===== config.mk =====
export PLATFORM = sky130hd
export DESIGN_NAME = ppd_port
export DESIGN_NICKNAME = d
export VERILOG_FILES = /design/src/ppd_pkg.sv /design/src/ppd_disp_if.sv /design/src/ppd_disp_seq.sv /design/src/ppd_port.sv
export SDC_FILE = /design/constraint.sdc
export NUM_CORES = 1
export LEC_CHECK = 0
export BUFFER_PORTS_ARGS = -buffer_cell sky130_fd_sc_hd__buf_4
export CAP_MARGIN = 10
export CELL_PAD_IN_SITES_DETAIL_PLACEMENT = 0
export CELL_PAD_IN_SITES_GLOBAL_PLACEMENT = 2
export CORE_UTILIZATION = 41
export CTS_BUF_LIST = sky130_fd_sc_hd__clkbuf_16
export CTS_CLUSTER_SIZE = 30
export DETAILED_ROUTE_END_ITERATION = 8
export GPL_TIMING_DRIVEN = 0
export HOLD_SLACK_MARGIN = 0.12
export MAX_ROUTING_LAYER = met4
export PLACE_DENSITY = 0.88
export SLEW_MARGIN = 25
export SYNTH_ARGS = -nofsm -noshare
export SYNTH_HDL_FRONTEND = slang
export SYNTH_SLANG_ARGS = --single-unit
export TNS_END_PERCENT = 100

===== constraint.sdc =====
create_clock -name clk_sys -period 5 [get_ports clk_sys]
set_input_delay 0.25 -clock clk_sys [delete_from_list [all_inputs] [get_ports clk_sys]]
set_output_delay 0.25 -clock clk_sys [all_outputs]
set_load 0.01 [all_outputs]

===== src/ppd_pkg.sv =====
// Constants and types shared by the processor port display multiplexer.
// Assumes one clock domain and pins synchronous to it.
package ppd_pkg;

    localparam int SEL_W = 5;
    localparam int DATA_W = 8;
    localparam int REG_COUNT = 32;
    localparam int NUM_PORTS = 13;
    localparam int CFG_W = SEL_W + DATA_W;
    localparam logic [4:0] EVT_REC_ADDR = 5'h10;
    localparam logic [4:0] EVT_MASK_ADDR = 5'h11;
    localparam logic [7:0] REG_RST = 8'h00;
    localparam logic [7:0] MASK_RST = 8'hff;
    localparam logic [12:0] CFG_RST = 13'h0000;
    localparam int CFG_MAX_BIT = 0;
    localparam logic [3:0] PORT_DEV = 4'h0;
    localparam logic [3:0] PORT_FIRST = 4'h1;
    localparam logic [3:0] PORT_HI_FIRST = 4'h8;
    localparam logic [3:0] PORT_LAST = 4'hd;

    typedef enum logic [3:0] {
        SQ_ADDR = 4'b0001,
        SQ_DATA = 4'b0010,
        SQ_STROBE = 4'b0100,
        SQ_HOLD = 4'b1000
    } ppd_seq_state_t;

    typedef enum logic [4:0] {
        AC_IDLE = 5'b00001,
        AC_WAIT = 5'b00010,
        AC_DRIVE = 5'b00100,
        AC_READY = 5'b01000,
        AC_LOAD = 5'b10000
    } ppd_acc_state_t;

endpackage


===== src/ppd_disp_if.sv =====
// Link between the access controller and the display sequencer.
// Assumes both ends run on the same clock.
`timescale 1ns/1ps
interface ppd_disp_if;
    logic hold;
    logic restart;
    logic max_mode;
    logic [103:0] port_data;
    logic [7:0] dev_data;
    logic [7:0] data;
    logic strobe_lo_n;
    logic strobe_hi_n;
    logic busy;

    modport seq (
        input hold, restart, max_mode, port_data, dev_data,
        output data, strobe_lo_n, strobe_hi_n, busy
    );
    modport ctl (
        output hold, restart, max_mode, port_data, dev_data,
        input data, strobe_lo_n, strobe_hi_n, busy
    );
endinterface


===== src/ppd_disp_seq.sv =====
// Display sequencer: walks the ports, puts address then data out and
// pulses the matching strobe. Assumes the controller raises hold for
// any access and only turns the pins around while busy is low, except for a configuration load.
`timescale 1ns/1ps
module ppd_disp_seq (
    // Clock and reset
    input wire logic clk_sys,
    input wire logic arst_n,
    // Controller side
    ppd_disp_if.seq d
);
    ppd_pkg::ppd_seq_state_t st_r, st_nxt;
    logic [3:0] port_r, port_nxt;
    logic [7:0] data_r, data_nxt;
    logic lo_r, lo_nxt;
    logic hi_r, hi_nxt;
    logic [3:0] pi;
    logic [7:0] word;
    logic use_hi;

    always_comb begin
        pi = (port_r == ppd_pkg::PORT_DEV) ? ppd_pkg::PORT_FIRST : port_r;
        word = d.max_mode ? d.port_data[8*(int'(pi)-1) +: 8]
                          : d.dev_data;
        use_hi = d.max_mode && (port_r >= ppd_pkg::PORT_HI_FIRST);
        st_nxt = st_r;
        port_nxt = port_r;
        data_nxt = data_r;
        lo_nxt = 1'b1;
        hi_nxt = 1'b1;
        case (st_r)
            ppd_pkg::SQ_ADDR: begin
                data_nxt = {4'h0, port_r};
                // A restart under the old mode may leave the device slot.
                if (d.max_mode && port_r == ppd_pkg::PORT_DEV) begin
                    port_nxt = ppd_pkg::PORT_FIRST;
                end else if (!d.hold) begin
                    st_nxt = ppd_pkg::SQ_DATA;
                end
            end
            ppd_pkg::SQ_DATA: begin
                data_nxt = word;
                if (d.hold) begin
                    st_nxt = ppd_pkg::SQ_ADDR;
                end else begin
                    st_nxt = ppd_pkg::SQ_STROBE;
                    lo_nxt = use_hi;
                    hi_nxt = !use_hi;
                end
            end
            ppd_pkg::SQ_STROBE: begin
                st_nxt = ppd_pkg::SQ_HOLD;
            end
            ppd_pkg::SQ_HOLD: begin
                st_nxt = ppd_pkg::SQ_ADDR;
                if (!d.max_mode) begin
                    port_nxt = ppd_pkg::PORT_DEV;
                end else if (port_r >= ppd_pkg::PORT_LAST) begin
                    port_nxt = ppd_pkg::PORT_FIRST;
                end else begin
                    port_nxt = port_r + 4'h1;
                end
            end
            default: begin
                st_nxt = ppd_pkg::SQ_ADDR;
            end
        endcase
        // A pulse in flight still gets its hold cycle before a restart.
        if (d.restart && st_r != ppd_pkg::SQ_STROBE) begin
            st_nxt = ppd_pkg::SQ_ADDR;
            port_nxt = d.max_mode ? ppd_pkg::PORT_FIRST : ppd_pkg::PORT_DEV;
            lo_nxt = 1'b1;
            hi_nxt = 1'b1;
        end
    end

    always_ff @(posedge clk_sys or negedge arst_n) begin
        if (!arst_n) begin
            st_r <= ppd_pkg::SQ_ADDR;
            port_r <= ppd_pkg::PORT_DEV;
            data_r <= 8'h00;
            lo_r <= 1'b1;
            hi_r <= 1'b1;
        end else begin
            st_r <= st_nxt;
            port_r <= port_nxt;
            data_r <= data_nxt;
            lo_r <= lo_nxt;
            hi_r <= hi_nxt;
        end
    end

    assign d.data = data_r;
    assign d.strobe_lo_n = lo_r;
    assign d.strobe_hi_n = hi_r;
    // A started pulse and its hold cycle always run to the end.
    assign d.busy = (st_r == ppd_pkg::SQ_STROBE) || (st_r == ppd_pkg::SQ_HOLD);
endmodule


===== src/ppd_port.sv =====
// Processor port with display multiplexing: shared pins carry display
// traffic while idle and register accesses while a strobe is low.
// Assumes pins are synchronous to clk_sys and the select lines are
// always driven to a valid level.
`timescale 1ns/1ps
module ppd_port (
    // Clock and reset
    input wire logic clk_sys,
    input wire logic arst_n,
    // Processor strobes and select
    input wire logic rd_n,
    input wire logic wr_n,
    input wire logic config_load_n,
    input wire logic [4:0] reg_select,
    // Shared data pins
    input wire logic [7:0] shared_bus_pins_in,
    output logic [7:0] shared_bus_pins_out,
    output logic shared_bus_pins_oe,
    // Display latches, transceiver and processor ready
    output logic display_strobe_lo_n,
    output logic display_strobe_hi_n,
    output logic transceiver_enable_n,
    output logic rdy,
    // Hub management side
    input wire logic [103:0] disp_port_data,
    input wire logic [7:0] disp_dev_data,
    input wire logic [7:0] event_in,
    output logic event_log_irq_n,
    output logic [12:0] config_word
);
    ppd_disp_if d ();

    ppd_disp_seq u_seq (
        .clk_sys(clk_sys),
        .arst_n(arst_n),
        .d(d)
    );

    ppd_pkg::ppd_acc_state_t ac_r, ac_nxt;
    logic [7:0] regs_r [0:ppd_pkg::REG_COUNT-1];
    logic [4:0] sel_r, sel_nxt;
    logic is_rd_r, is_rd_nxt;
    logic [7:0] pend_r, pend_nxt;
    logic [12:0] cfg_r, cfg_nxt;
    logic load_prev_r;
    logic [7:0] bus_out_r, bus_out_nxt;
    logic oe_r, oe_nxt;
    logic lo_r, lo_nxt;
    logic hi_r, hi_nxt;
    logic xen_r, xen_nxt;
    logic rdy_r, rdy_nxt;
    logic irq_r, irq_nxt;
    logic acc_req, do_acc, wr_en, load_rise, clr;
    logic [7:0] rd_word;
    logic [7:0] mask;
    logic [7:0] mask_nxt;

    assign acc_req = !rd_n || !wr_n;
    assign load_rise = !load_prev_r && config_load_n;
    assign mask = regs_r[ppd_pkg::EVT_MASK_ADDR];
    assign d.hold = acc_req || !config_load_n;
    assign d.restart = (ac_r == ppd_pkg::AC_LOAD);
    assign d.max_mode = cfg_r[ppd_pkg::CFG_MAX_BIT];
    assign d.port_data = disp_port_data;
    assign d.dev_data = disp_dev_data;

    always_comb begin
        ac_nxt = ac_r;
        sel_nxt = sel_r;
        is_rd_nxt = is_rd_r;
        do_acc = 1'b0;
        case (ac_r)
            ppd_pkg::AC_IDLE: begin
                if (acc_req) begin
                    ac_nxt = ppd_pkg::AC_WAIT;
                    // Select is sampled only once a strobe is low.
                    sel_nxt = reg_select;
                    is_rd_nxt = !rd_n;
                end
            end
            ppd_pkg::AC_WAIT: begin
                if (!acc_req) begin
                    ac_nxt = ppd_pkg::AC_IDLE;
                end else if (!d.busy) begin
                    ac_nxt = ppd_pkg::AC_DRIVE;
                end
            end
            ppd_pkg::AC_DRIVE: begin
                ac_nxt = ppd_pkg::AC_READY;
                do_acc = 1'b1;
            end
            ppd_pkg::AC_READY: begin
                if (!acc_req) begin
                    ac_nxt = ppd_pkg::AC_IDLE;
                end
            end
            ppd_pkg::AC_LOAD: begin
                if (config_load_n) begin
                    ac_nxt = ppd_pkg::AC_IDLE;
                end
            end
            default: begin
                ac_nxt = ppd_pkg::AC_IDLE;
            end
        endcase
        if (!config_load_n) begin
            ac_nxt = ppd_pkg::AC_LOAD;
        end
    end

    always_comb begin
        rd_word = (sel_r == ppd_pkg::EVT_REC_ADDR) ? pend_r
                                                   : regs_r[sel_r];
        wr_en = do_acc && !is_rd_r
            && (sel_r != ppd_pkg::EVT_REC_ADDR);
        clr = do_acc && (sel_r == ppd_pkg::EVT_REC_ADDR);
        // A new event in the clearing cycle survives the clear.
        pend_nxt = (pend_r & ~(clr ? 8'hff : 8'h00)) | event_in;
        cfg_nxt = cfg_r;
        if (load_rise) begin
            cfg_nxt = {reg_select, shared_bus_pins_in};
            pend_nxt = 8'h00;
        end
        // The mask written in this cycle already governs the next level.
        mask_nxt = (wr_en && sel_r == ppd_pkg::EVT_MASK_ADDR)
            ? shared_bus_pins_in : mask;
        irq_nxt = ~|(pend_nxt & ~mask_nxt);
    end

    always_comb begin
        bus_out_nxt = d.data;
        oe_nxt = 1'b1;
        xen_nxt = 1'b1;
        rdy_nxt = 1'b1;
        lo_nxt = d.hold ? 1'b1 : d.strobe_lo_n;
        hi_nxt = d.hold ? 1'b1 : d.strobe_hi_n;
        case (ac_nxt)
            ppd_pkg::AC_DRIVE: begin
                bus_out_nxt = rd_word;
                oe_nxt = is_rd_r;
                xen_nxt = 1'b0;
            end
            ppd_pkg::AC_READY: begin
                bus_out_nxt = bus_out_r;
                oe_nxt = is_rd_r;
                xen_nxt = 1'b0;
                rdy_nxt = 1'b0;
            end
            ppd_pkg::AC_LOAD: begin
                oe_nxt = 1'b0;
                xen_nxt = 1'b0;
            end
            default: begin
                bus_out_nxt = d.data;
            end
        endcase
    end

    always_ff @(posedge clk_sys or negedge arst_n) begin
        if (!arst_n) begin
            ac_r <= ppd_pkg::AC_IDLE;
            sel_r <= 5'h00;
            is_rd_r <= 1'b0;
            pend_r <= 8'h00;
            cfg_r <= ppd_pkg::CFG_RST;
            load_prev_r <= 1'b1;
            bus_out_r <= 8'h00;
            oe_r <= 1'b1;
            lo_r <= 1'b1;
            hi_r <= 1'b1;
            xen_r <= 1'b1;
            rdy_r <= 1'b1;
            irq_r <= 1'b1;
            for (int i = 0; i < ppd_pkg::REG_COUNT; i++) begin
                regs_r[i] <= ppd_pkg::REG_RST;
            end
            regs_r[ppd_pkg::EVT_MASK_ADDR] <= ppd_pkg::MASK_RST;
        end else begin
            ac_r <= ac_nxt;
            sel_r <= sel_nxt;
            is_rd_r <= is_rd_nxt;
            pend_r <= pend_nxt;
            cfg_r <= cfg_nxt;
            load_prev_r <= config_load_n;
            bus_out_r <= bus_out_nxt;
            oe_r <= oe_nxt;
            lo_r <= lo_nxt;
            hi_r <= hi_nxt;
            xen_r <= xen_nxt;
            rdy_r <= rdy_nxt;
            irq_r <= irq_nxt;
            if (wr_en) begin
                regs_r[sel_r] <= shared_bus_pins_in;
            end
        end
    end

    assign shared_bus_pins_out = bus_out_r;
    assign shared_bus_pins_oe = oe_r;
    assign display_strobe_lo_n = lo_r;
    assign display_strobe_hi_n = hi_r;
    assign transceiver_enable_n = xen_r;
    assign rdy = rdy_r;
    assign event_log_irq_n = irq_r;
    assign config_word = cfg_r;
endmodule


== Word-level counts from Yosys, hierarchy flattened ==
Index checks and enable logic that the tools add are counted.
Word-level totals
  bits of input ports: 138
  register bits: 321
  output and inout port bits: 27
Cells by class
  equality and inequality tests: 19
  muxes and demuxes: 43
  $add $sub $neg: 2
  bitwise gates (word level): 6
  shifts and indexed selects: 1
  reductions and logical operators: 28
  magnitude comparators: 4
Operators with widths (count)
  256-bit bitwise mux: 1
  104-bit by 32-bit variable part select with 8-bit output: 1
  8-bit two-way mux: 8
  8-bit binary-select mux with 5-bit select: 1
  8-bit demux with 5-bit select: 1
  4-bit two-way mux: 8
  8-bit one-hot mux with 2 select lines: 2
  5-bit two-way mux: 5
  5-bit == test (second input constant): 4
  5-bit one-hot mux with 4 select lines: 1
  8-bit bitwise AND: 2
  8-bit inverter: 2
  1-bit two-way mux: 12
  4-bit one-hot mux with 3 select lines: 1
  5-bit by 3-bit == test with 1-bit output (second input constant): 2
  5-bit by 4-bit == test with 1-bit output (second input constant): 2
  1-bit logical AND: 9
  4-bit greater-or-equal comparator (second input constant): 2
  8-bit bitwise OR: 1
  4-bit one-hot mux with 2 select lines: 1
  8-bit OR reduction: 1
  1-bit logical NOT: 7
  6-bit greater-or-equal comparator (second input constant): 1
  6-bit by 1-bit < comparator with 1-bit output (second input constant): 1
  23 further kinds: 27

== Logic depth before layout (Yosys ltp) ==
Gate-level depths: netlist of the first run.
  depth in word-level cells: 11
  gate-level depth with buffers: 16

== Hierarchy ==
A second synthesis of the first run with hierarchy kept.
Unflattened totals
  cell total of the unflattened synthesis: 1166
  area, all modules: 15850.2 µm²
By module, submodules not included
  ppd_port: cells an instance 961, sequential area each 7602.3 µm², area an instance 13802.0 µm², times used 1
  ppd_disp_seq: cells an instance 205, sequential area each 454.2 µm², area an instance 2048.2 µm², times used 1

== Worst setup path after synthesis of the first run ==
OpenSTA, ideal clock, no wires.
  path type: reg2reg
  start: register u_seq.port_r[0]
  end: register u_seq.data_r[7] (netlist: u_seq.d.data[7])
  data arrival time: 3528 ps
  path buffers: 5
  clock period less this slack: 3659 ps
  setup time: 131 ps
  setup slack: 1341 ps
  cell stages (with the launch flop): 16
  path through: dfrtp_1 > clkinv_1 > clkbuf_1 > ha_1 > or3b_1 > buf_6 > nand2_8 > inv_4 > buf_2 > ha_1 > buf_2 > xor2_1 > clkbuf_1 > mux4_2 > a22oi_1 > nand3_1
On the way
  cells in the longest elaborated chain, start to end: 6
Ends and longest elaborated chain
  start: declaration: RTL line ppd_disp_seq.sv:13  | logic [3:0] port_r, port_nxt;
  start signal: assignment: RTL line ppd_disp_seq.sv:80  | port_r <= ppd_pkg::PORT_DEV;
  start signal: assignment: RTL line ppd_disp_seq.sv:86  | port_r <= port_nxt;
  4-bit logical NOT: RTL line ppd_disp_seq.sv:22  | pi = (port_r == ppd_pkg::PORT_DEV) ? ppd_pkg::PORT_FIRST : port_r;
  4-bit two-way mux (*): RTL line ppd_disp_seq.sv:22
  4-bit by 1-bit subtractor with 5-bit output (*): RTL line ppd_disp_seq.sv:23  | word = d.max_mode ? d.port_data[8*(int'(pi)-1) +: 8]
  104-bit by 32-bit variable part select with 8-bit output (*): RTL line ppd_disp_seq.sv:23
  8-bit two-way mux (*): RTL line ppd_disp_seq.sv:23
  8-bit one-hot mux with 2 select lines (*): RTL line ppd_disp_seq.sv:31  | case (st_r)
  end signal: assignment: RTL line ppd_disp_seq.sv:87  | data_r <= data_nxt;
  end: declaration: RTL line ppd_disp_seq.sv:14  | logic [7:0] data_r, data_nxt;
Every way passes the cells marked *; elsewhere a longest branch is shown, timed or not.
A chain may end at the register's enable or synchronous reset.

== Worst setup path after layout of the first run ==
  start: register u_seq.port_r[0]
  end: register u_seq.data_r[6] (netlist: u_seq.d.data[6])
The elaborated chain is that of the path after synthesis.

==> results of run 1 <==
## power breakdown
| group | internal [mW] | total (mW) | switching [mW] |
|---|---|---|---|
| Combinational | 0.633 | 1.50 | 0.869 |
| Clock | 1.39 | 2.44 | 1.05 |
| Sequential | 2.65 | 2.71 | 0.0631 |
| Total | 4.67 | 6.65 | 1.98 |
## path summary, 6_finish.rpt
path,from,to,depth (start not counted)
hold reg to reg,regs_r[122],regs_r[122],1
setup / recovery,u_seq.port_r[0],u_seq.d.data[6],16
setup reg to reg,u_seq.port_r[0],u_seq.d.data[6],16
max in group asynchronous,arst_n,regs_r[67],4
min in group asynchronous,arst_n,regs_r[99],2
hold / removal,disp_dev_data[2],u_seq.d.data[2],3
## critical path: stages, from the launching register on
cell and delay [ns]:
sky130_fd_sc_hd__dfrtp_1 0.44, sky130_fd_sc_hd__clkinv_1 0.24, sky130_fd_sc_hd__clkbuf_1 0.46, sky130_fd_sc_hd__ha_1 0.47
sky130_fd_sc_hd__or3b_1 0.41, sky130_fd_sc_hd__buf_6 0.16, sky130_fd_sc_hd__nand2_8 0.10, sky130_fd_sc_hd__inv_4 0.05
sky130_fd_sc_hd__buf_2 0.21, sky130_fd_sc_hd__ha_1 0.20, sky130_fd_sc_hd__buf_2 0.18, sky130_fd_sc_hd__xor2_1 0.43
sky130_fd_sc_hd__clkbuf_2 0.36, sky130_fd_sc_hd__a211oi_1 0.09, sky130_fd_sc_hd__o211ai_1 0.20, sky130_fd_sc_hd__o311ai_0 0.16
sky130_fd_sc_hd__o31ai_1 0.29
## cell usage after synthesis (9+ instances only)
cell                       instances  area share
sky130_fd_sc_hd__dfrtp_1         295        0.47
sky130_fd_sc_hd__mux2_2          263        0.19
sky130_fd_sc_hd__nand2_1          69       0.017
sky130_fd_sc_hd__clkbuf_1         62       0.015
sky130_fd_sc_hd__mux2i_1          54       0.034
sky130_fd_sc_hd__mux4_2           51       0.073
sky130_fd_sc_hd__o21ai_0          26      0.0083
sky130_fd_sc_hd__o22ai_1          25       0.010
sky130_fd_sc_hd__buf_2            21      0.0067
sky130_fd_sc_hd__inv_1            20      0.0048
sky130_fd_sc_hd__dfstp_2          19       0.032
sky130_fd_sc_hd__nor2_1           17      0.0041
sky130_fd_sc_hd__a22oi_1          14      0.0067
sky130_fd_sc_hd__nand3b_1         13      0.0062
sky130_fd_sc_hd__nor3_1           13      0.0041
sky130_fd_sc_hd__a31oi_1          12      0.0048
sky130_fd_sc_hd__a221oi_1         11      0.0061
sky130_fd_sc_hd__nor4_1           11      0.0044
sky130_fd_sc_hd__nor2b_1          10      0.0040
sky130_fd_sc_hd__o31ai_1          10      0.0048
sky130_fd_sc_hd__a21oi_1           9      0.0029
sky130_fd_sc_hd__nand3_1           9      0.0029
sky130_fd_sc_hd__o211ai_1          9      0.0043
## repair_timing
| action | in CTS | in global routing |
|---|---|---|
| hold buffers | 29 | 0 |
| endpoints found under the hold margin | 261 | 0 |
| gates resized for setup | 0 | 2 |
| endpoints found under the setup margin | 0 | 1 |
## stage by stage
step	cells	total power, mW	util
final	1972	6.652	0.5058
after global routing	1971	6.910	0.5057
after CTS	1969	6.682	0.5054
after detailed placement	1876	4.230	0.4690
after global placement	1872	4.211	0.4659
after floorplan	1197	3.654	-
## cells by family after synthesis
logic type | Yosys count | synth area share
AO/OA/AOI/OAI | 165 | 0.07534
XOR/XNOR | 4 | 0.002235
adder cells (fa/ha/maj) | 4 | 0.003192
buffers and inverters | 117 | 0.03128
flip-flops | 314 | 0.5027
multiplexers | 370 | 0.2981
AND/OR/NAND/NOR | 223 | 0.08715
## cell type report
| cell class | count | area share |
|---|---|---|
| inverter | 22 | 0.004466 |
| timing repair buffer | 197 | 0.08604 |
| clock inverter | 27 | 0.008078 |
| multi-input combinational | 766 | 0.3838 |
| clock buffer | 37 | 0.04860 |
| tap | 511 | 0.03356 |
| antenna | 3 | 0.0003941 |
| buffer | 95 | 0.02135 |
| sequential | 314 | 0.4137 |
## routing by layer
metal  GRT usage  routed length (um)
met5           -                   0
met4     0.06661                1069
met3     0.05344                3400
met2      0.3906               22250
met1      0.3549               21520
## registers in the layout (all words and copies together) (netlist names), 4 cells and up
signal / count
pend_r: 8
u_seq.st_r: 4
sel_r: 5
u_seq.port_r: 4
ac_r: 5
regs_r: 241
u_seq.d.data: 8
mask: 8
config_word: 13
shared_bus_pins_out: 8
==> impl_metrics.tcl, run 1 <==
set metrics [dict create \
    outcome "completed" \
    htreeDepth 2 \
    vdd_ir_drop_max_v 0.0002359 \
    final.setup.tns_ns 0 \
    cts.sinks 314 \
    async_reset_ff_frac 1.000 \
    clockBufferDepth 3 \
    max-slew-margin-rel 0.3022 \
    antenna_found_initial 2 \
    grt_setup_unrepaired "no" \
    die_width_um 197.5 \
    tritoncts.num_buffers 36 \
    max_freq_mhz 217.8 \
    crit_path_max_fanout 10 \
    drt-vias-per-instance 5.735 \
    synth.net_count 1339 \
    setup-violations-final 0 \
    cp.required_ns 5.40 \
    synth-warning-count 0 \
    worstSkewPairLatency_ns 0.53 \
    hold_slack_ns 0.1376 \
    floorplan.rows 71 \
    post_route_drc_violation_count 0 \
    detailed_place_hpwl_mm 34.95 \
    final_hold_viol_count 0 \
    yosys_register_bits 314 \
    detailed_router_s_first_iteration_violation_count 871 \
    fp.dieArea_sq_um 39020 \
    detailroute.via_count 11309 \
    boundaryPins 165 \
    die_height_um 197.5 \
    crit_path_end_kind "flip-flop" \
    post_synth.cell_area_avg_sq_um 13.10 \
    gpl.final_weighted_congestion 0.9110 \
    postPlaceCellArea_sq_um 17670 \
    hold_path.class "in -> reg" \
    tritoncts "yes" \
    grt_util_overall 0.2585 \
    grt_max_degree 83 \
    synth_sequential_area_ratio 0.5027 \
    final.setup_skew_ns 0.02253 \
    n_fill_cell 3390 \
    power_density_nw_per_um2 349.2 \
    detailedPlace.worstSlack_ns 0.2599 \
    syn_inst 1197 \
    dominant_register_cell_in_the_synthesized_netlist "sky130_fd_sc_hd__dfrtp_1" \
    grt_remaining_overflow 0 \
    regArea_sq_um 7881 \
    synthesis.area_sq_um 15680 \
    multi_input_area_sq_um 7312 \
    final-max-slew-violation-count 0 \
    num-nets-final 1574 \
    netlist-cell-type-count 73 \
    edff_count_synth 0 \
    cap_violations 0 \
    cts_root_buffer "sky130_fd_sc_hd__clkbuf_16" \
    avgRoutedWirePerCell_um 24.46 \
    clk_transition_reported_paths_ns 0.06 \
    startpoint_type "flip-flop" \
    buffer_ports.inserted 164 \
    worst_slack_ns 0.4080 \
    iteration_count_of_the_initial_detailed_routing_pass 5 \
    antenna_left 0 \
    drive_above_1_share 0.4184 \
    post-cts-setup-buffer-count 0 \
    synthToLayoutAreaGrowth_pct 21.52 \
    mostFrequentLayoutCells "295 x sky130_fd_sc_hd__dfrtp_1, 263 x sky130_fd_sc_hd__mux2_2, 165 x sky130_fd_sc_hd__buf_4, 69 x sky130_fd_sc_hd__nand2_1, 61 x sky130_fd_sc_hd__clkbuf_1" \
    core_region_area_sq_um 37670 \
    finalInstanceArea_sq_um 19050 \
    worst_slew_pin_slew_ns 1.047 \
    total_wirelength_of_the_detailed_routed_design_mm 48.24 \
    worst-setup-path-type "reg -> reg" \
    wire_length_of_the_first_global_routing_pass_mm 72.46 \
    reg_to_reg_slack_setup_ns 0.41 \
    finalWorstPathRequiredPeriod_ns 4.592 \
    floorplan.initialDensity 0.4162 \
    critical_path_arrival_ns 4.99 \
    mostFrequentLayoutCell "sky130_fd_sc_hd__dfrtp_1" \
    static-leakage-power_nw 8.511 \
    period_share 0.9184 \
    vias_in_the_first_global_route 11568 \
]
Power figures use the tool's default switching activity.
==> inputs of run 2 (changes only) <==
CELL_PAD_IN_SITES_DETAIL_PLACEMENT = default   (was 0)
CELL_PAD_IN_SITES_GLOBAL_PLACEMENT = default   (was 2)
CORE_UTILIZATION = 59   (was 41)
SLEW_MARGIN = 30   (was 25)
==> impl_metrics.tcl, run 2 (synthesis gave the netlist of run 1 again) <==
set metrics [dict create \
    static-leakage-power_nw 8.405 \
    drive_above_1_share 0.4166 \
    startpoint_type "flip-flop" \
    cap_violations 0 \
    gr-usage-met3 0.08739 \
    hold_path.class "in -> reg" \
    largest_register_ffs 241 \
    core_region_area_sq_um 26060 \
    post_route_drc_violation_count 0 \
    clockBufferDepth 3 \
    iteration_count_of_the_initial_detailed_routing_pass 5 \
    cp.required_ns 5.41 \
    num-nets-final 1568 \
    cp_cell_sequence "clkinv_1, clkbuf_2, ha_1, or3b_1, buf_6, clkbuf_1, nand2_1, ha_1, buf_2, xor2_1, buf_1, nor3_1, a221oi_1, a22oi_1" \
    final.setup.tns_ns 0 \
    die_width_um 165.0 \
    worst-setup-path-type "reg -> reg" \
    grt_use_met1 0.4810 \
    htreeDepth 1 \
    drt-vias-per-instance 6.657 \
    critPathMostFrequentCell "sky130_fd_sc_hd__ha_1" \
    grt_util_met2 0.5434 \
    cts.sinks 314 \
    timing.rr.end "u_seq.d.data[1]" \
    critical_path_arrival_ns 5.09 \
    min_to "u_seq.d.data[0]" \
    reg2regPathDepth 14 \
    detailedPlace.worstSlack_ns 0.3109 \
    buffer_ports.inserted 164 \
    post-cts-setup-buffer-count 0 \
    cts_root_buffer "sky130_fd_sc_hd__clkbuf_16" \
    gpl.final_weighted_congestion 0.9808 \
    detailed_router_s_first_iteration_violation_count 1555 \
    fp.dieArea_sq_um 27230 \
    final-max-slew-violation-count 0 \
    share_clk_of_total_power 0.342 \
    grt_util_overall 0.3645 \
    timing.critical_path.buf_inv 6 \
    vias_in_the_first_global_route 11991 \
    crit_path_end_kind "flip-flop" \
    hp-start "disp_dev_data[0]" \
    vdd_ir_drop_max_v 0.0004212 \
    power.combinational.fraction 0.234 \
    clk_transition_reported_paths_ns 0.07 \
    net-switching-power_mw 1.921 \
    whs_path_depth 3 \
    mostFrequentLayoutCells "295 x sky130_fd_sc_hd__dfrtp_1, 263 x sky130_fd_sc_hd__mux2_2, 165 x sky130_fd_sc_hd__buf_4, 69 x sky130_fd_sc_hd__nand2_1, 60 x sky130_fd_sc_hd__clkbuf_1" \
    wire_length_of_the_first_global_routing_pass_mm 70.75 \
    p_seq_frac 0.424 \
    reg_to_reg_slack_setup_ns 0.33 \
    grt_max_degree 91 \
    synthToLayoutAreaGrowth_pct 19.02 \
    worstSkewPairLatency_ns 0.56 \
    antenna_found_initial 0 \
    tritoncts.num_buffers 30 \
    critical-path-max-stage-delay_ns 0.48 \
    boundaryPins 165 \
    floorplan.rows 59 \
    worst_reg2reg_startpoint "u_seq.port_r[0]" \
    max_freq_mhz 214.1 \
    critical_path_s_top_delay_family "buffers and inverters" \
    fin_util 0.7160 \
    gr-max-usage-layer "met2" \
    mostFrequentLayoutCell "sky130_fd_sc_hd__dfrtp_1" \
    grt_remaining_overflow 0 \
    finalWorstPathRequiredPeriod_ns 4.671 \
    power_density_nw_per_um2 344.1 \
    p_int_mw 4.499 \
    final_hold_viol_count 0 \
    die_height_um 165.0 \
    total_wirelength_of_the_detailed_routed_design_mm 47.23 \
    avgRoutedWirePerCell_um 26.46 \
    setup-violations-final 0 \
    period_share 0.9342 \
    detailed_place_hpwl_mm 33.25 \
    insertedDiodeCount 0 \
    worst_slack_ns 0.3291 \
    worst_slew_pin_slew_ns 1.075 \
    grt_setup_unrepaired "no" \
    largest-register "regs_r" \
    outcome "completed" \
    tritoncts "yes" \
    hold_slack_ns 0.1195 \
    max-slew-margin-rel 0.2834 \
    detailroute.via_count 11883 \
    floorplan.initialDensity 0.6016 \
    critical_path.slowest_cell "sky130_fd_sc_hd__dfrtp_1" \
    power.share.switching 0.2992 \
    crit_path_max_fanout 10 \
    final.setup_skew_ns 0.009577 \
    antenna_left 0 \
]
[run 2: cell types whose count changed in the layout (fill, tap and decap cells not counted), sizes merged]
cell and change:
dlygate4sd3 +1, bufinv +1, clkinv +10, diode -3
clkinvlp -1, clkbuf -7, inv -12
[run 2: what timing repair did]
item	4_1_cts	5_1_grt
resized for setup	0	3
setup endpoints to repair	0	3
endpoints found under the hold margin	132	0
hold buffers	30	0
[run 2: how the worst max path moves through the flow]
stage	depth (start not counted)	from	endpoint
3_3_place_gp	14	u_seq.port_r[0]	u_seq.d.data[1]
3_5_place_dp	14	u_seq.port_r[0]	u_seq.d.data[1]
4_1_cts	14	u_seq.port_r[0]	u_seq.d.data[1]
2_1_floorplan	15	u_seq.port_r[0]	u_seq.d.data[7]
6_report	14	u_seq.port_r[0]	u_seq.d.data[1]
5_1_grt	14	u_seq.port_r[0]	u_seq.d.data[1]
[run 2: layer usage]
layer,share of wire,up-vias,routed length (um)
met3,0.097,148,4579
met5,0,-,0
met2,0.46,673,21780
li1,-,4969,-
met4,0.046,0,2172
met1,0.40,6093,18700
[run 2: final cells by class]
cell class / count / area [sq um]
Sequential cell: 314 / 7881
Inverter: 22 / 85.08
Clock inverter: 25 / 163.9
Timing Repair Buffer: 197 / 1622
Tap cell: 335 / 419.2
Fill cell: 1674 / 7400
Multi-Input combinational cell: 766 / 7306
Buffer: 95 / 406.6
Clock buffer: 31 / 775.7
[run 2: metrics by stage]
| step | instance area [sq um] | instances | total power, mW |
|---|---|---|---|
| 2_1_floorplan | 15680 | 1197 | 3.654 |
| 3_3_place_gp | 17330 | 1696 | 4.156 |
| 6_report | 18660 | 1785 | 6.420 |
| 3_5_place_dp | 17420 | 1699 | 4.198 |
| 5_1_grt | 18660 | 1785 | 6.618 |
| 4_1_cts | 18660 | 1785 | 6.381 |
[run 2: worst register-to-register path, stage by stage (launching register included)]
cell	delay (ns)
sky130_fd_sc_hd__dfrtp_1	0.48
sky130_fd_sc_hd__clkinv_1	0.36
sky130_fd_sc_hd__clkbuf_2	0.34
sky130_fd_sc_hd__ha_1	0.39
sky130_fd_sc_hd__or3b_1	0.23
sky130_fd_sc_hd__buf_6	0.15
sky130_fd_sc_hd__clkbuf_1	0.42
sky130_fd_sc_hd__nand2_1	0.12
sky130_fd_sc_hd__ha_1	0.20
sky130_fd_sc_hd__buf_2	0.19
sky130_fd_sc_hd__xor2_1	0.41
sky130_fd_sc_hd__buf_1	0.46
sky130_fd_sc_hd__nor3_1	0.21
sky130_fd_sc_hd__a221oi_1	0.40
sky130_fd_sc_hd__a22oi_1	0.17
[run 2: power groups by stage]
stage | clock network [mW] | logic [mW] | registers, mW
after floorplan | 0 | 0.912 | 2.74
after global placement | 0 | 1.40 | 2.75
after detailed placement | 0 | 1.44 | 2.76
after CTS | 2.19 | 1.47 | 2.71
after global routing | 2.31 | 1.58 | 2.72
final | 2.20 | 1.50 | 2.72
==> inputs of run 3 (changes only) <==
CORE_ASPECT_RATIO = 1.1   (was default)
==> impl_metrics.tcl, run 3 (synthesis gave the netlist of run 1 again) <==
set metrics [dict create \
    drive_above_1_share 0.4188 \
    worst_reg2reg_startpoint "u_seq.port_r[0]" \
    clockBufferDepth 3 \
    cp_cell_sequence "clkinv_1, clkbuf_1, ha_1, or3b_1, buf_6, clkbuf_1, nand2_1, ha_1, buf_2, xor2_2, buf_1, nor3_1, a221oi_1, a22oi_1" \
    detailed_router_s_first_iteration_violation_count 1128 \
    startpoint_type "flip-flop" \
    iteration_count_of_the_initial_detailed_routing_pass 8 \
    reg_to_reg_slack_setup_ns 0.31 \
    critical_path.slowest_cell "sky130_fd_sc_hd__clkbuf_1" \
    antenna_left 0 \
    static-leakage-power_nw 8.434 \
    n_fill_cell 1672 \
    cts_root_buffer "sky130_fd_sc_hd__clkbuf_16" \
    detailroute.via_count 11974 \
    final-max-slew-violation-count 0 \
    synthToLayoutAreaGrowth_pct 19.51 \
    timing.critical_path.buf_inv 6 \
    max_freq_mhz 213.3 \
    htreeDepth 1 \
    largest-register "regs_r" \
    hold_path.class "in -> reg" \
    crit_path_max_fanout 10 \
    cap_violations 0 \
    grt_max_degree 89 \
    final.setup_skew_ns 0.02848 \
    period_share 0.9375 \
    critical-path-max-stage-delay_ns 0.47 \
    vdd_ir_drop_max_v 0.0002971 \
    fin_util 0.7167 \
    die_width_um 157.4 \
    gpl.final_weighted_congestion 0.9903 \
    setup-violations-final 0 \
    wire_length_of_the_first_global_routing_pass_mm 71.94 \
    finalPower_mw 6.427 \
    fp.dieArea_sq_um 27230 \
    finalWorstPathRequiredPeriod_ns 4.687 \
    finalInstanceArea_sq_um 18740 \
    timing.rr.end "u_seq.d.data[1]" \
    buffer_ports.inserted 164 \
    hp-start "disp_dev_data[0]" \
    mostFrequentLayoutCells "295 x sky130_fd_sc_hd__dfrtp_1, 263 x sky130_fd_sc_hd__mux2_2, 165 x sky130_fd_sc_hd__buf_4, 69 x sky130_fd_sc_hd__nand2_1, 61 x sky130_fd_sc_hd__clkbuf_1" \
    worstSkewPairLatency_ns 0.59 \
    floorplan.initialDensity 0.5997 \
    final.setup.tns_ns 0 \
    cp.required_ns 5.43 \
    outcome "completed" \
    largest_register_ffs 241 \
    power_density_nw_per_um2 343.0 \
    max-slew-margin-rel 0.3587 \
    detailedPlace.worstSlack_ns 0.3225 \
    total_wirelength_of_the_detailed_routed_design_mm 47.48 \
    worst-setup-path-type "reg -> reg" \
    reg2regPathDepth 14 \
    tritoncts.num_buffers 31 \
    final_hold_viol_count 0 \
    cts.sinks 314 \
    critical_path_arrival_ns 5.11 \
    grt_setup_unrepaired "no" \
    vias_in_the_first_global_route 12471 \
    critical_path_s_top_delay_family "buffers and inverters" \
    antenna_found_initial 2 \
    drt-vias-per-instance 6.623 \
    min_to "u_seq.d.data[0]" \
    num-nets-final 1571 \
    die_height_um 173.0 \
    detailed_place_hpwl_mm 32.87 \
    worst_slew_pin_slew_ns 0.9620 \
    postPlaceCellArea_sq_um 17450 \
    clk_transition_reported_paths_ns 0.07 \
    avgRoutedWirePerCell_um 26.26 \
    floorplan.rows 62 \
    whs_path_depth 3 \
    crit_path_end_kind "flip-flop" \
    core_region_area_sq_um 26140 \
    tritoncts "yes" \
    worst_slack_ns 0.3127 \
    boundaryPins 165 \
    mostFrequentLayoutCell "sky130_fd_sc_hd__dfrtp_1" \
    grt_remaining_overflow 0 \
    grt_util_overall 0.3663 \
    post_route_drc_violation_count 0 \
]
## run 3: cell types whose count changed in the layout (fill, tap and decap cells not counted), moves of 2 or more
cell                            previous run  this run
sky130_fd_sc_hd__clkinv_2                  6         9
sky130_fd_sc_hd__dlygate4sd3_1            30        32
sky130_fd_sc_hd__inv_8                     0         2
sky130_fd_sc_hd__clkinv_1                 11         8
sky130_fd_sc_hd__diode_2                   0         2
## run 3: where the power goes
group          internal, mW  total (mW)  switching (mW)
logic                 0.633        1.50           0.869
registers              2.65        2.72          0.0685
clock network          1.19        2.21            1.02
## run 3: worst max path at each step
| stage | depth (start not counted) | startpoint | end | slack, ns |
|---|---|---|---|---|
| after floorplan | 15 | u_seq.port_r[0] | u_seq.d.data[7] | 1.34 |
| after global placement | 14 | u_seq.port_r[0] | u_seq.d.data[1] | 0.27 |
| after detailed placement | 14 | u_seq.port_r[0] | u_seq.d.data[1] | 0.32 |
| after CTS | 14 | u_seq.port_r[0] | u_seq.d.data[1] | 0.32 |
| after global routing | 14 | u_seq.port_r[0] | u_seq.d.data[1] | 0.12 |
| final | 14 | u_seq.port_r[0] | u_seq.d.data[1] | 0.31 |
## run 3: repair_timing
action                                  CTS  global route
setup buffers                             0             0
resized for setup                         0             2
endpoints found under the hold margin   271             0
endpoints found under the setup margin    0             2
hold buffers                             32             0
## run 3: cell type report
type                    count  area (sq um)  area share
diodes                      2         5.005   0.0002671
clock buffers              31         775.7     0.04140
repair buffers            199          1642     0.08761
multi-input cells         766          7328      0.3911
plain buffers              95         405.4     0.02164
inverters                  22         85.08    0.004541
flip-flops and latches    314          7881      0.4206
clock inverters            27         173.9    0.009282
well taps                 352         440.4     0.02351
## run 3: worst min-delay path, cell delays in order
cell	delay, ns
sky130_fd_sc_hd__buf_4	0.10
sky130_fd_sc_hd__a221oi_1	0.09
sky130_fd_sc_hd__a22oi_1	0.21
## run 3: metal layers
metal	share of wire	GRT usage	up-vias
met5	0	-	-
met4	0.045	0.1667	0
met3	0.10	0.07068	145
met2	0.48	0.5673	785
met1	0.38	0.4675	6059
li1	-	-	4985
## run 3: stage by stage
step | hold WS [ns] | cells
2_1_floorplan | -0.04559 | 1197
3_3_place_gp | 0.3962 | 1713
3_5_place_dp | 0.2165 | 1716
4_1_cts | 0.1383 | 1806
5_1_grt | 0.1556 | 1808
6_report | 0.1428 | 1808
